**config.mk**
```make
export PLATFORM = sky130hd
export DESIGN_NAME = pwe_wake_event_top
export DESIGN_NICKNAME = d
export VERILOG_FILES = /design/src/pwe_pkg.sv /design/src/pwe_sticky_bits.sv /design/src/pwe_wake_event_top.sv
export VERILOG_INCLUDE_DIRS = /design/src
export SDC_FILE = /design/constraint.sdc
export NUM_CORES = 1
export LEC_CHECK = 0
export ABC_AREA = 1
export BUFFER_PORTS_ARGS = -buffer_cell sky130_fd_sc_hd__buf_2
export CORE_MARGIN = 1.5
export CORE_UTILIZATION = 54
export DETAILED_ROUTE_END_ITERATION = 6
export GPL_TIMING_DRIVEN = 0
export PLACE_DENSITY = 0.79
export SLEW_MARGIN = 10
export SYNTH_ARGS = -nofsm -noshare
export SYNTH_HDL_FRONTEND = slang
export SYNTH_SLANG_ARGS = --single-unit
```
**constraint.sdc**
```tcl
create_clock -name clk -period 1.7 [get_ports clk]
set_input_delay 0.34 -clock clk [delete_from_list [all_inputs] [get_ports clk]]
set_output_delay 0.34 -clock clk [all_outputs]
set_load 0.02 [all_outputs]
```
**src/pwe_params.svh**
```systemverilog
// pwe register map, field positions and reset values
`ifndef PWE_PARAMS_SVH
`define PWE_PARAMS_SVH

// ----------------------------------------
// register indices (byte address = 4 * index)
// ----------------------------------------
`define PWE_IDX_GLB_FLAG 6'h00
`define PWE_IDX_GLB_EN 6'h04
`define PWE_IDX_STS_THREE 6'h08
`define PWE_IDX_STS_TWO 6'h09
`define PWE_IDX_STS_ONE 6'h0a
`define PWE_IDX_HOLE 6'h0b
`define PWE_IDX_EN_THREE 6'h0c
`define PWE_IDX_EN_TWO 6'h0d
`define PWE_IDX_EN_ONE 6'h0e
`define PWE_IDX_IRQ_STS 6'h20
`define PWE_IDX_IRQ_CLR 6'h21
`define PWE_IDX_IRQ_EN 6'h22

// ----------------------------------------
// reset values
// ----------------------------------------
`define PWE_RST_BYTE 8'h00
`define PWE_RST_WORD 32'h0000_0000
`define PWE_RST_IRQ 2'h0

// ----------------------------------------
// writable masks and field positions
// ----------------------------------------
`define PWE_MASK_EN_ONE 8'hfe
`define PWE_MASK_EN_THREE 8'h0f
`define PWE_BIT_GLB 0
`define PWE_BIT_FAN_ONE 6
`define PWE_BIT_FAN_TWO 7
`define PWE_IRQ_BIT_EVENT 0
`define PWE_IRQ_BIT_WAKE 1
`define PWE_IRQ_W 2

`endif

```
**src/pwe_pkg.sv**
```systemverilog
// pwe shared types
package pwe_pkg;

	// ----------------------------------------
	// bus handshake states, one-hot
	// ----------------------------------------
	typedef enum logic [1:0] {
		PWE_BUS_IDLE = 2'b01,
		PWE_BUS_ACK  = 2'b10
	} pwe_bus_state_t;

	typedef logic [7:0] pwe_byte_t;

endpackage

```
**src/pwe_sticky_bits.sv**
```systemverilog
// pwe sticky flag vector, set wins over clear
`timescale 1ns/1ps
module pwe_sticky_bits #(
	parameter int WIDTH = 8
) (
	// clock and reset
	input  wire logic             clk,
	input  wire logic             rst,
	// events and clears
	input  wire logic [WIDTH-1:0] set_bits,
	input  wire logic [WIDTH-1:0] clr_bits,
	// flags
	output logic      [WIDTH-1:0] bits_r
);

	generate
		if (WIDTH < 1) begin : g_bad_width
			$error("pwe_sticky_bits: WIDTH must be at least 1");
		end
	endgenerate

	// an event in the clearing cycle survives the clear
	always_ff @(posedge clk) begin
		if (rst) begin
			bits_r <= '0;
		end else begin
			bits_r <= (bits_r & ~clr_bits) | set_bits;
		end
	end

endmodule // pwe_sticky_bits

```
**src/pwe_wake_event_top.sv**
```systemverilog
// pwe wake event logic with avalon-mm register slave
`timescale 1ns/1ps
`include "pwe_params.svh"

// Notes on behaviour
// - writing one clears a status bit
// - writing zero leaves status bit unchanged
// - wake status reset only by standby power-on reset
// - events set status regardless of any enable
// - group two status holds pins ten-seventeen
// - group one: reserved, ring, keys, fans
// - fan status never set in gpio mode
// - leaving tach mode clears fan status
// - enable, status and global enable drive wake
// - disabled source still recorded, not driving
// - wake enables reset only by standby power-on
// - reserved hole after status reads zero
// - global enable gates the wake output
// - global flag write-one-clear stops wake
module pwe_wake_event_top #(
	parameter int ADDR_W = 8
) (
	// clock and reset
	input  wire logic              clk,
	input  wire logic              sys_rst,
	input  wire logic              standby_power_on_reset,
	// avalon-mm slave, byte address
	input  wire logic [ADDR_W-1:0] avs_address,
	input  wire logic              avs_read,
	input  wire logic              avs_write,
	input  wire logic [31:0]       avs_writedata,
	input  wire logic [3:0]        avs_byteenable,
	output logic      [31:0]       avs_readdata,
	output logic                   avs_waitrequest,
	// wake sources, asynchronous pins
	input  wire logic [7:0]        general_pin_group_one,
	input  wire logic [3:0]        general_pin_twenty,
	input  wire logic              ring_indicate_one,
	input  wire logic              ring_indicate_two,
	input  wire logic              keyboard_wake_source,
	input  wire logic              mouse_wake_source,
	input  wire logic              specific_key_wake,
	input  wire logic              fan_speed_input_one,
	input  wire logic              fan_speed_input_two,
	// shared pin function, same clock domain
	input  wire logic [1:0]        fan_pin_tach_mode,
	// outputs
	output logic                   wake_request_out_n,
	output logic                   irq
);

	localparam int SRC_W = 19;

	generate
		if (ADDR_W < 8) begin : g_bad_addr
			$error("pwe_wake_event_top: ADDR_W must be at least 8");
		end
	endgenerate

	// ----------------------------------------
	// helpers
	// ----------------------------------------
	function automatic logic idx_is(input logic [5:0] idx, input logic [5:0] want);
		idx_is = (idx == want);
	endfunction

	function automatic pwe_pkg::pwe_byte_t w1c(input logic go, input pwe_pkg::pwe_byte_t d);
		w1c = go ? d : `PWE_RST_BYTE;
	endfunction

	// ----------------------------------------
	// standby power-on reset synchroniser
	// ----------------------------------------
	logic por_a_r;
	logic por_b_r;

	always_ff @(posedge clk) begin
		por_a_r <= standby_power_on_reset;
		por_b_r <= por_a_r;
	end

	// ----------------------------------------
	// source synchroniser and edge detect
	// ----------------------------------------
	logic [SRC_W-1:0] src_raw;
	logic [SRC_W-1:0] src_a_r;
	logic [SRC_W-1:0] src_b_r;
	logic [SRC_W-1:0] src_c_r;
	logic [SRC_W-1:0] src_rise;

	assign src_raw = {general_pin_twenty,
		fan_speed_input_two, fan_speed_input_one, specific_key_wake,
		mouse_wake_source, keyboard_wake_source, ring_indicate_one,
		ring_indicate_two, general_pin_group_one};

	// a wake event is the rising edge of a synchronised source
	always_ff @(posedge clk) begin
		if (sys_rst) begin
			src_a_r <= '0;
			src_b_r <= '0;
			src_c_r <= '0;
		end else begin
			src_a_r <= src_raw;
			src_b_r <= src_a_r;
			src_c_r <= src_b_r;
		end
	end

	assign src_rise = src_b_r & ~src_c_r;

	// ----------------------------------------
	// bus handshake
	// ----------------------------------------
	pwe_pkg::pwe_bus_state_t bus_state_r;
	logic [5:0]              reg_idx;
	logic                    wr_go;
	pwe_pkg::pwe_byte_t      wr_byte;
	logic [31:0]             rd_nxt;

	assign reg_idx = avs_address[7:2];
	assign wr_byte = avs_writedata[7:0];
	// only the completing cycle writes, and only with lane zero enabled
	assign wr_go = (bus_state_r == pwe_pkg::PWE_BUS_ACK) & avs_write & avs_byteenable[0];

	always_ff @(posedge clk) begin
		if (sys_rst) begin
			bus_state_r     <= pwe_pkg::PWE_BUS_IDLE;
			avs_waitrequest <= 1'b1;
		end else begin
			case (bus_state_r)
				pwe_pkg::PWE_BUS_IDLE: begin
					if (avs_read | avs_write) begin
						bus_state_r     <= pwe_pkg::PWE_BUS_ACK;
						avs_waitrequest <= 1'b0;
					end
				end
				pwe_pkg::PWE_BUS_ACK: begin
					bus_state_r     <= pwe_pkg::PWE_BUS_IDLE;
					avs_waitrequest <= 1'b1;
				end
				default: begin
					bus_state_r     <= pwe_pkg::PWE_BUS_IDLE;
					avs_waitrequest <= 1'b1;
				end
			endcase
		end
	end

	// ----------------------------------------
	// register write strobes
	// ----------------------------------------
	logic wr_glb_flag;
	logic wr_glb_en;
	logic wr_sts3;
	logic wr_sts2;
	logic wr_sts1;
	logic wr_en3;
	logic wr_en2;
	logic wr_en1;
	logic wr_irq_clr;
	logic wr_irq_en;

	assign wr_glb_flag = wr_go & idx_is(reg_idx, `PWE_IDX_GLB_FLAG);
	assign wr_glb_en   = wr_go & idx_is(reg_idx, `PWE_IDX_GLB_EN);
	assign wr_sts3     = wr_go & idx_is(reg_idx, `PWE_IDX_STS_THREE);
	assign wr_sts2     = wr_go & idx_is(reg_idx, `PWE_IDX_STS_TWO);
	assign wr_sts1     = wr_go & idx_is(reg_idx, `PWE_IDX_STS_ONE);
	assign wr_en3      = wr_go & idx_is(reg_idx, `PWE_IDX_EN_THREE);
	assign wr_en2      = wr_go & idx_is(reg_idx, `PWE_IDX_EN_TWO);
	assign wr_en1      = wr_go & idx_is(reg_idx, `PWE_IDX_EN_ONE);
	assign wr_irq_clr  = wr_go & idx_is(reg_idx, `PWE_IDX_IRQ_CLR);
	assign wr_irq_en   = wr_go & idx_is(reg_idx, `PWE_IDX_IRQ_EN);

	// ----------------------------------------
	// fan pin function tracking
	// ----------------------------------------
	logic [1:0] tach_prev_r;
	logic [1:0] tach_leave;

	always_ff @(posedge clk) begin
		if (sys_rst) begin
			tach_prev_r <= 2'h0;
		end else begin
			tach_prev_r <= fan_pin_tach_mode;
		end
	end

	assign tach_leave = tach_prev_r & ~fan_pin_tach_mode;

	// ----------------------------------------
	// wake status groups
	// ----------------------------------------
	pwe_pkg::pwe_byte_t ev_one;
	pwe_pkg::pwe_byte_t ev_two;
	pwe_pkg::pwe_byte_t ev_three;
	pwe_pkg::pwe_byte_t clr_one;
	pwe_pkg::pwe_byte_t clr_two;
	pwe_pkg::pwe_byte_t clr_three;
	pwe_pkg::pwe_byte_t sts_one;
	pwe_pkg::pwe_byte_t sts_two;
	pwe_pkg::pwe_byte_t sts_three;

	assign ev_two = src_rise[7:0];

	// bit zero stays reserved; fans only count in tach mode
	always_comb begin
		ev_one = {src_rise[14:8], 1'b0};
		ev_one[`PWE_BIT_FAN_ONE] = src_rise[13] & fan_pin_tach_mode[0];
		ev_one[`PWE_BIT_FAN_TWO] = src_rise[14] & fan_pin_tach_mode[1];
	end

	assign ev_three = {4'h0, src_rise[18:15]};

	// written zeros clear nothing
	assign clr_two   = w1c(wr_sts2, wr_byte);
	assign clr_three = w1c(wr_sts3, wr_byte);

	always_comb begin
		clr_one = w1c(wr_sts1, wr_byte);
		clr_one[`PWE_BIT_FAN_ONE] = clr_one[`PWE_BIT_FAN_ONE] | tach_leave[0];
		clr_one[`PWE_BIT_FAN_TWO] = clr_one[`PWE_BIT_FAN_TWO] | tach_leave[1];
	end

	// only standby power-on resets the wake state; sys_rst leaves it
	pwe_sticky_bits #(
		.WIDTH (8)
	) u_sts_one (
		.clk      (clk),
		.rst      (por_b_r),
		.set_bits (ev_one),
		.clr_bits (clr_one),
		.bits_r   (sts_one)
	);

	pwe_sticky_bits #(
		.WIDTH (8)
	) u_sts_two (
		.clk      (clk),
		.rst      (por_b_r),
		.set_bits (ev_two),
		.clr_bits (clr_two),
		.bits_r   (sts_two)
	);

	pwe_sticky_bits #(
		.WIDTH (8)
	) u_sts_three (
		.clk      (clk),
		.rst      (por_b_r),
		.set_bits (ev_three),
		.clr_bits (clr_three),
		.bits_r   (sts_three)
	);

	// ----------------------------------------
	// wake enables
	// ----------------------------------------
	pwe_pkg::pwe_byte_t en_one_r;
	pwe_pkg::pwe_byte_t en_two_r;
	pwe_pkg::pwe_byte_t en_three_r;
	logic               glb_en_r;

	always_ff @(posedge clk) begin
		if (por_b_r) begin
			en_one_r   <= `PWE_RST_BYTE;
			en_two_r   <= `PWE_RST_BYTE;
			en_three_r <= `PWE_RST_BYTE;
			glb_en_r   <= 1'b0;
		end else begin
			if (wr_en1) begin
				en_one_r <= wr_byte & `PWE_MASK_EN_ONE;
			end
			if (wr_en2) begin
				en_two_r <= wr_byte;
			end
			if (wr_en3) begin
				en_three_r <= wr_byte & `PWE_MASK_EN_THREE;
			end
			if (wr_glb_en) begin
				glb_en_r <= wr_byte[`PWE_BIT_GLB];
			end
		end
	end

	// ----------------------------------------
	// global flag and wake output
	// ----------------------------------------
	logic any_enabled;
	logic any_prev_r;
	logic glb_flag;
	logic wake_act;

	// disabled sources stay recorded but drop out here
	assign any_enabled = |({sts_one & en_one_r, sts_two & en_two_r,
		sts_three & en_three_r});

	always_ff @(posedge clk) begin
		if (por_b_r) begin
			any_prev_r <= 1'b0;
		end else begin
			any_prev_r <= any_enabled;
		end
	end

	// edge-set so a write-one clear sticks while sources stay pending
	pwe_sticky_bits #(
		.WIDTH (1)
	) u_glb_flag (
		.clk      (clk),
		.rst      (por_b_r),
		.set_bits (any_enabled & ~any_prev_r),
		.clr_bits (wr_glb_flag & wr_byte[`PWE_BIT_GLB]),
		.bits_r   (glb_flag)
	);

	assign wake_act = glb_en_r & glb_flag & any_enabled;

	always_ff @(posedge clk) begin
		if (sys_rst) begin
			wake_request_out_n <= 1'b1;
		end else begin
			wake_request_out_n <= ~wake_act;
		end
	end

	// ----------------------------------------
	// interrupt status, clear and enable
	// ----------------------------------------
	logic [`PWE_IRQ_W-1:0] irq_set;
	logic [`PWE_IRQ_W-1:0] irq_sts;
	logic [`PWE_IRQ_W-1:0] irq_en_r;

	always_comb begin
		irq_set = `PWE_RST_IRQ;
		irq_set[`PWE_IRQ_BIT_EVENT] = |({ev_one, ev_two, ev_three});
		irq_set[`PWE_IRQ_BIT_WAKE]  = wake_act & wake_request_out_n;
	end

	pwe_sticky_bits #(
		.WIDTH (`PWE_IRQ_W)
	) u_irq_sts (
		.clk      (clk),
		.rst      (sys_rst),
		.set_bits (irq_set),
		.clr_bits (wr_irq_clr ? wr_byte[`PWE_IRQ_W-1:0] : `PWE_RST_IRQ),
		.bits_r   (irq_sts)
	);

	always_ff @(posedge clk) begin
		if (sys_rst) begin
			irq_en_r <= `PWE_RST_IRQ;
		end else if (wr_irq_en) begin
			irq_en_r <= wr_byte[`PWE_IRQ_W-1:0];
		end
	end

	always_ff @(posedge clk) begin
		if (sys_rst) begin
			irq <= 1'b0;
		end else begin
			irq <= |(irq_sts & irq_en_r);
		end
	end

	// ----------------------------------------
	// read data
	// ----------------------------------------
	// unmapped and write-only indices read as zero
	always_comb begin
		rd_nxt = `PWE_RST_WORD;
		if (idx_is(reg_idx, `PWE_IDX_GLB_FLAG)) begin
			rd_nxt[0] = glb_flag;
		end else if (idx_is(reg_idx, `PWE_IDX_GLB_EN)) begin
			rd_nxt[0] = glb_en_r;
		end else if (idx_is(reg_idx, `PWE_IDX_STS_THREE)) begin
			rd_nxt[7:0] = sts_three;
		end else if (idx_is(reg_idx, `PWE_IDX_STS_TWO)) begin
			rd_nxt[7:0] = sts_two;
		end else if (idx_is(reg_idx, `PWE_IDX_STS_ONE)) begin
			rd_nxt[7:0] = sts_one;
		end else if (idx_is(reg_idx, `PWE_IDX_HOLE)) begin
			rd_nxt = `PWE_RST_WORD;
		end else if (idx_is(reg_idx, `PWE_IDX_EN_THREE)) begin
			rd_nxt[7:0] = en_three_r;
		end else if (idx_is(reg_idx, `PWE_IDX_EN_TWO)) begin
			rd_nxt[7:0] = en_two_r;
		end else if (idx_is(reg_idx, `PWE_IDX_EN_ONE)) begin
			rd_nxt[7:0] = en_one_r;
		end else if (idx_is(reg_idx, `PWE_IDX_IRQ_STS)) begin
			rd_nxt[`PWE_IRQ_W-1:0] = irq_sts;
		end else if (idx_is(reg_idx, `PWE_IDX_IRQ_EN)) begin
			rd_nxt[`PWE_IRQ_W-1:0] = irq_en_r;
		end
	end

	always_ff @(posedge clk) begin
		if (sys_rst) begin
			avs_readdata <= `PWE_RST_WORD;
		end else if ((bus_state_r == pwe_pkg::PWE_BUS_IDLE) & avs_read) begin
			avs_readdata <= rd_nxt;
		end
	end

endmodule // pwe_wake_event_top

```
==> Flow_metrics.wiki <==
{| class="wikitable"
! Metric !! Value
|-
| Status || completed
|-
| HPWL Detailed || 8.49 mm
|-
| Worst setup EP type || flip-flop
|-
| Die outline area || 0.00952 mm^2
|-
| Mean Syn Cell Area || 7.89 um^2
|-
| Post-CTS setup buffers || 0
|-
| DIE HEIGHT || 97.6 um
|-
| Synth Register Bits || 123
|-
| Setup repair after global routing missed its margin || no
|-
| First-pass GRT wire length || 19.5 mm
|-
| Starting utilization of the core area || 0.557
|-
| Largest net degree at the start of global routing || 17
|-
| List of cells traversed by the critical path || nor3_4 -> inv_2 -> nor2_4 -> buf_4 -> nor2_1 -> a211oi_2
|-
| Routed length per placed instance || 14.4 um
|-
| Final period util || 0.951
|-
| Via density || 5.02
|-
| Row count || 34
|-
| N_diodes || 0
|-
| Detailed-route via count || 4155
|-
| Insertion delay of the later-clocked pin in the worst-skew pair || 0.52 ns
|-
| IO Port Bufs || 50
|-
| Iteration-0 DRC count of the detailed router || 271
|-
| Final hold violation count || 0
|-
| WP data arrival || 2.06 ns
|-
| Area growth syn-to-layout || 22.0%
|-
| WP buf/inv || 2
|-
| Power per Cell Area || 1170 mW/mm^2
|-
| Number of filler cells placed in the layout || 723
|-
| Number of enable-type register cells in the synthesized netlist || 0
|-
| Delay contributed by the slowest stage of the critical path || 0.36 ns
|-
| Net total in the final layout || 776
|-
| Most common cell after layout, fill and taps aside || sky130_fd_sc_hd__dfxtp_1
|-
| Total core area || 0.00868 mm^2
|-
| Synth async-reset ratio || 0
|-
| Hold Path Class || primary input to flip-flop
|-
| Highest fanout seen on the critical path || 10
|-
| Pwr Total || 6.91 mW
|-
| Critical Path RT || 2.14 ns
|-
| H-tree depth reported by CTS || 4
|-
| Clock Skews || 0.00885 ns
|-
| Total wirelength of the detailed-routed design || 11.9 mm
|-
| Beginning of the worst hold path || general_pin_twenty[1]
|-
| Kind of critical path || flip-flop to flip-flop
|-
| Final count of pins violating max slew || 0
|-
| Syn Inst Count || 612
|-
| Family with the most delay on the worst path || simple AND/OR/NAND/NOR gates
|-
| Final std cells w/o fill || 827
|-
| Final number of setup-violating endpoints || 0
|-
| DRC errors left || 0
|-
| Number of maximum-capacitance constraint violations || 0
|-
| Highest-count cells in the layout ignoring fill and taps || sky130_fd_sc_hd__dfxtp_1, sky130_fd_sc_hd__inv_1, sky130_fd_sc_hd__nor2_1
|-
| Ys Warns || 0
|-
| Clock Tree Root || sky130_fd_sc_hd__clkbuf_8
|-
| Sequential-to-total area share from yosys stat || 0.510
|-
| Cell variety after synth || 32
|-
| Layout cell share with drive strength beyond 1 || 0.214
|-
| Final antenna-violating net count || 0
|-
| Clock sinks || 123
|-
| Die extent in x || 97.6 um
|-
| Slew at the pin closest to its max-slew limit || 0.615 ns
|-
| Number of global-route vias before repair || 4037
|-
| Cts bufs inserted || 17
|-
| Top FF cell, synth || sky130_fd_sc_hd__dfxtp_1
|-
| Critical Path Source || bus_state_r[0]
|-
| Worst slew slack as a fraction of its limit || 0.590
|-
| I/O pin count || 105
|-
| Launch point of the worst reg-to-reg path || bus_state_r[0]
|-
| Total overflow reported by the global router || 0
|-
| Shortest period the worst path allows || 1.62 ns
|-
| Cell with the largest stage delay on the worst path || sky130_fd_sc_hd__nor3_4
|-
| Maximum clock path buffer count || 2
|-
| Length of the first detailed-routing pass in iterations || 5
|-
| Clock input transition at the sequential cells of the worst setup and hold paths || 0.06 ns
|-
| GRT Resource Usage Total || 0.264
|-
| Global placement routability congestion || 0.908
|-
| Setup Total Neg Slack || 0 ns
|-
| Summed instance area of the synthesized netlist || 0.00483 mm^2
|-
| TritonCTS clock tree || yes
|-
| Standby leakage power || 2.71 nW
|-
| Max VDD drop || 0.871 mV
|-
| Dpl cells || 793
|-
| F_max || 619 MHz
|-
| Critical Path Source Type || flip-flop
|-
| Placed cell areas || 0.00530 mm^2
|-
| Worst hold slack across all endpoints || 0.0140 ns
|-
| Final design instance area without fill || 0.00590 mm^2
|-
| Initial antenna violation count || 0
|}
## path summary, 6_finish.rpt
path / to / slack, ns / cells after the start
setup / recovery: en_two_r[5] / 0.08 / 6
hold / removal: src_a_r[16] / 0.01 / 3
setup reg to reg: en_two_r[5] / 0.08 / 6
hold reg to reg: por_b_r / 0.35 / 0
## flip-flops by register name, summed over array words and instances, names as in the netlist, 2 cells and up
register / flops
u_irq_sts.bits_r: 2
en_three_r: 4
src_b_r: 19
src_a_r: 19
u_sts_three.bits_r: 8
bus_state_r: 2
irq_en_r: 2
src_c_r: 19
tach_prev_r: 2
u_sts_two.bits_r: 8
en_one_r: 7
en_two_r: 8
u_sts_one.bits_r: 8
avs_readdata: 8
## logic make-up (layout without fill, tap and decap cells)
| logic type | count (synthesis) | after routing | synth area share |
|---|---|---|---|
| compound gates | 115 | 115 | 0.136 |
| simple gates | 224 | 224 | 0.217 |
| other cells | 1 | 24 | 0.000776 |
| flops | 123 | 123 | 0.510 |
| buf+inv | 149 | 233 | 0.136 |
## layer usage
metal / share of wire / up-vias / routed length (um) / GRT usage
met5: 0 / - / 0 / 0
met4: 0.022 / 0 / 261 / 0.113
met3: 0.059 / 27 / 697 / 0.0619
met2: 0.51 / 156 / 6080 / 0.463
met1: 0.41 / 1901 / 4870 / 0.306
li1: - / 2071 / - / -
## power breakdown
part	switching, mW	total (mW)	leakage, nW	internal [mW]
logic	0.292	0.446	1.43	0.154
registers	0.0444	3.02	1.01	2.97
clock network	1.46	3.45	0.276	1.99
total	1.79	6.91	2.71	5.12
## worst register-to-register path: stages (launching register included)
cell	delay [ns]
sky130_fd_sc_hd__dfxtp_1	0.35
sky130_fd_sc_hd__nor3_4	0.36
sky130_fd_sc_hd__inv_2	0.17
sky130_fd_sc_hd__nor2_4	0.23
sky130_fd_sc_hd__buf_4	0.24
sky130_fd_sc_hd__nor2_1	0.07
sky130_fd_sc_hd__a211oi_2	0.13
## area by class of cell
type	instances	area (um^2)	share of cell area
repair buffers	52	270	0.0458
clock buffers	17	414	0.0702
plain buffers	38	240	0.0407
multi-input cells	363	1800	0.306
inverters	111	420	0.0713
flip-flops and latches	123	2460	0.418
well taps	108	135	0.0229
clock inverters	15	150	0.0255
## Yosys cell counts, types with 9 or more instances
master,n,area (um^2)
sky130_fd_sc_hd__clkbuf_1,12,45.0
sky130_fd_sc_hd__inv_2,13,48.8
sky130_fd_sc_hd__dfxtp_1,123,2460
sky130_fd_sc_hd__nand2_1,72,270
sky130_fd_sc_hd__nand3_1,20,100
sky130_fd_sc_hd__nor2_1,88,330
sky130_fd_sc_hd__nor2_4,9,101
sky130_fd_sc_hd__or2_2,11,68.8
sky130_fd_sc_hd__buf_4,26,195
sky130_fd_sc_hd__a21oi_1,49,245
sky130_fd_sc_hd__o21ai_0,34,170
sky130_fd_sc_hd__o211ai_1,11,82.6
sky130_fd_sc_hd__inv_1,96,360
sky130_fd_sc_hd__nand4_1,9,56.3
## through the flow
stage	utilization	setup WS [ns]
detailed placement	0.611	-0.0664
floorplan	-	0.279
finish	0.679	0.0841
global route	0.679	0.00542
global placement	0.611	-0.0340
CTS	0.677	0.0679
## repair_timing
action | 4_1_cts | 5_1_grt
endpoints found under the hold margin | 1 | 1
hold buffers | 1 | 1
endpoints found under the setup margin | 0 | 5
gates resized for setup | 0 | 2
Note: power is estimated with default switching activity, not from simulation.
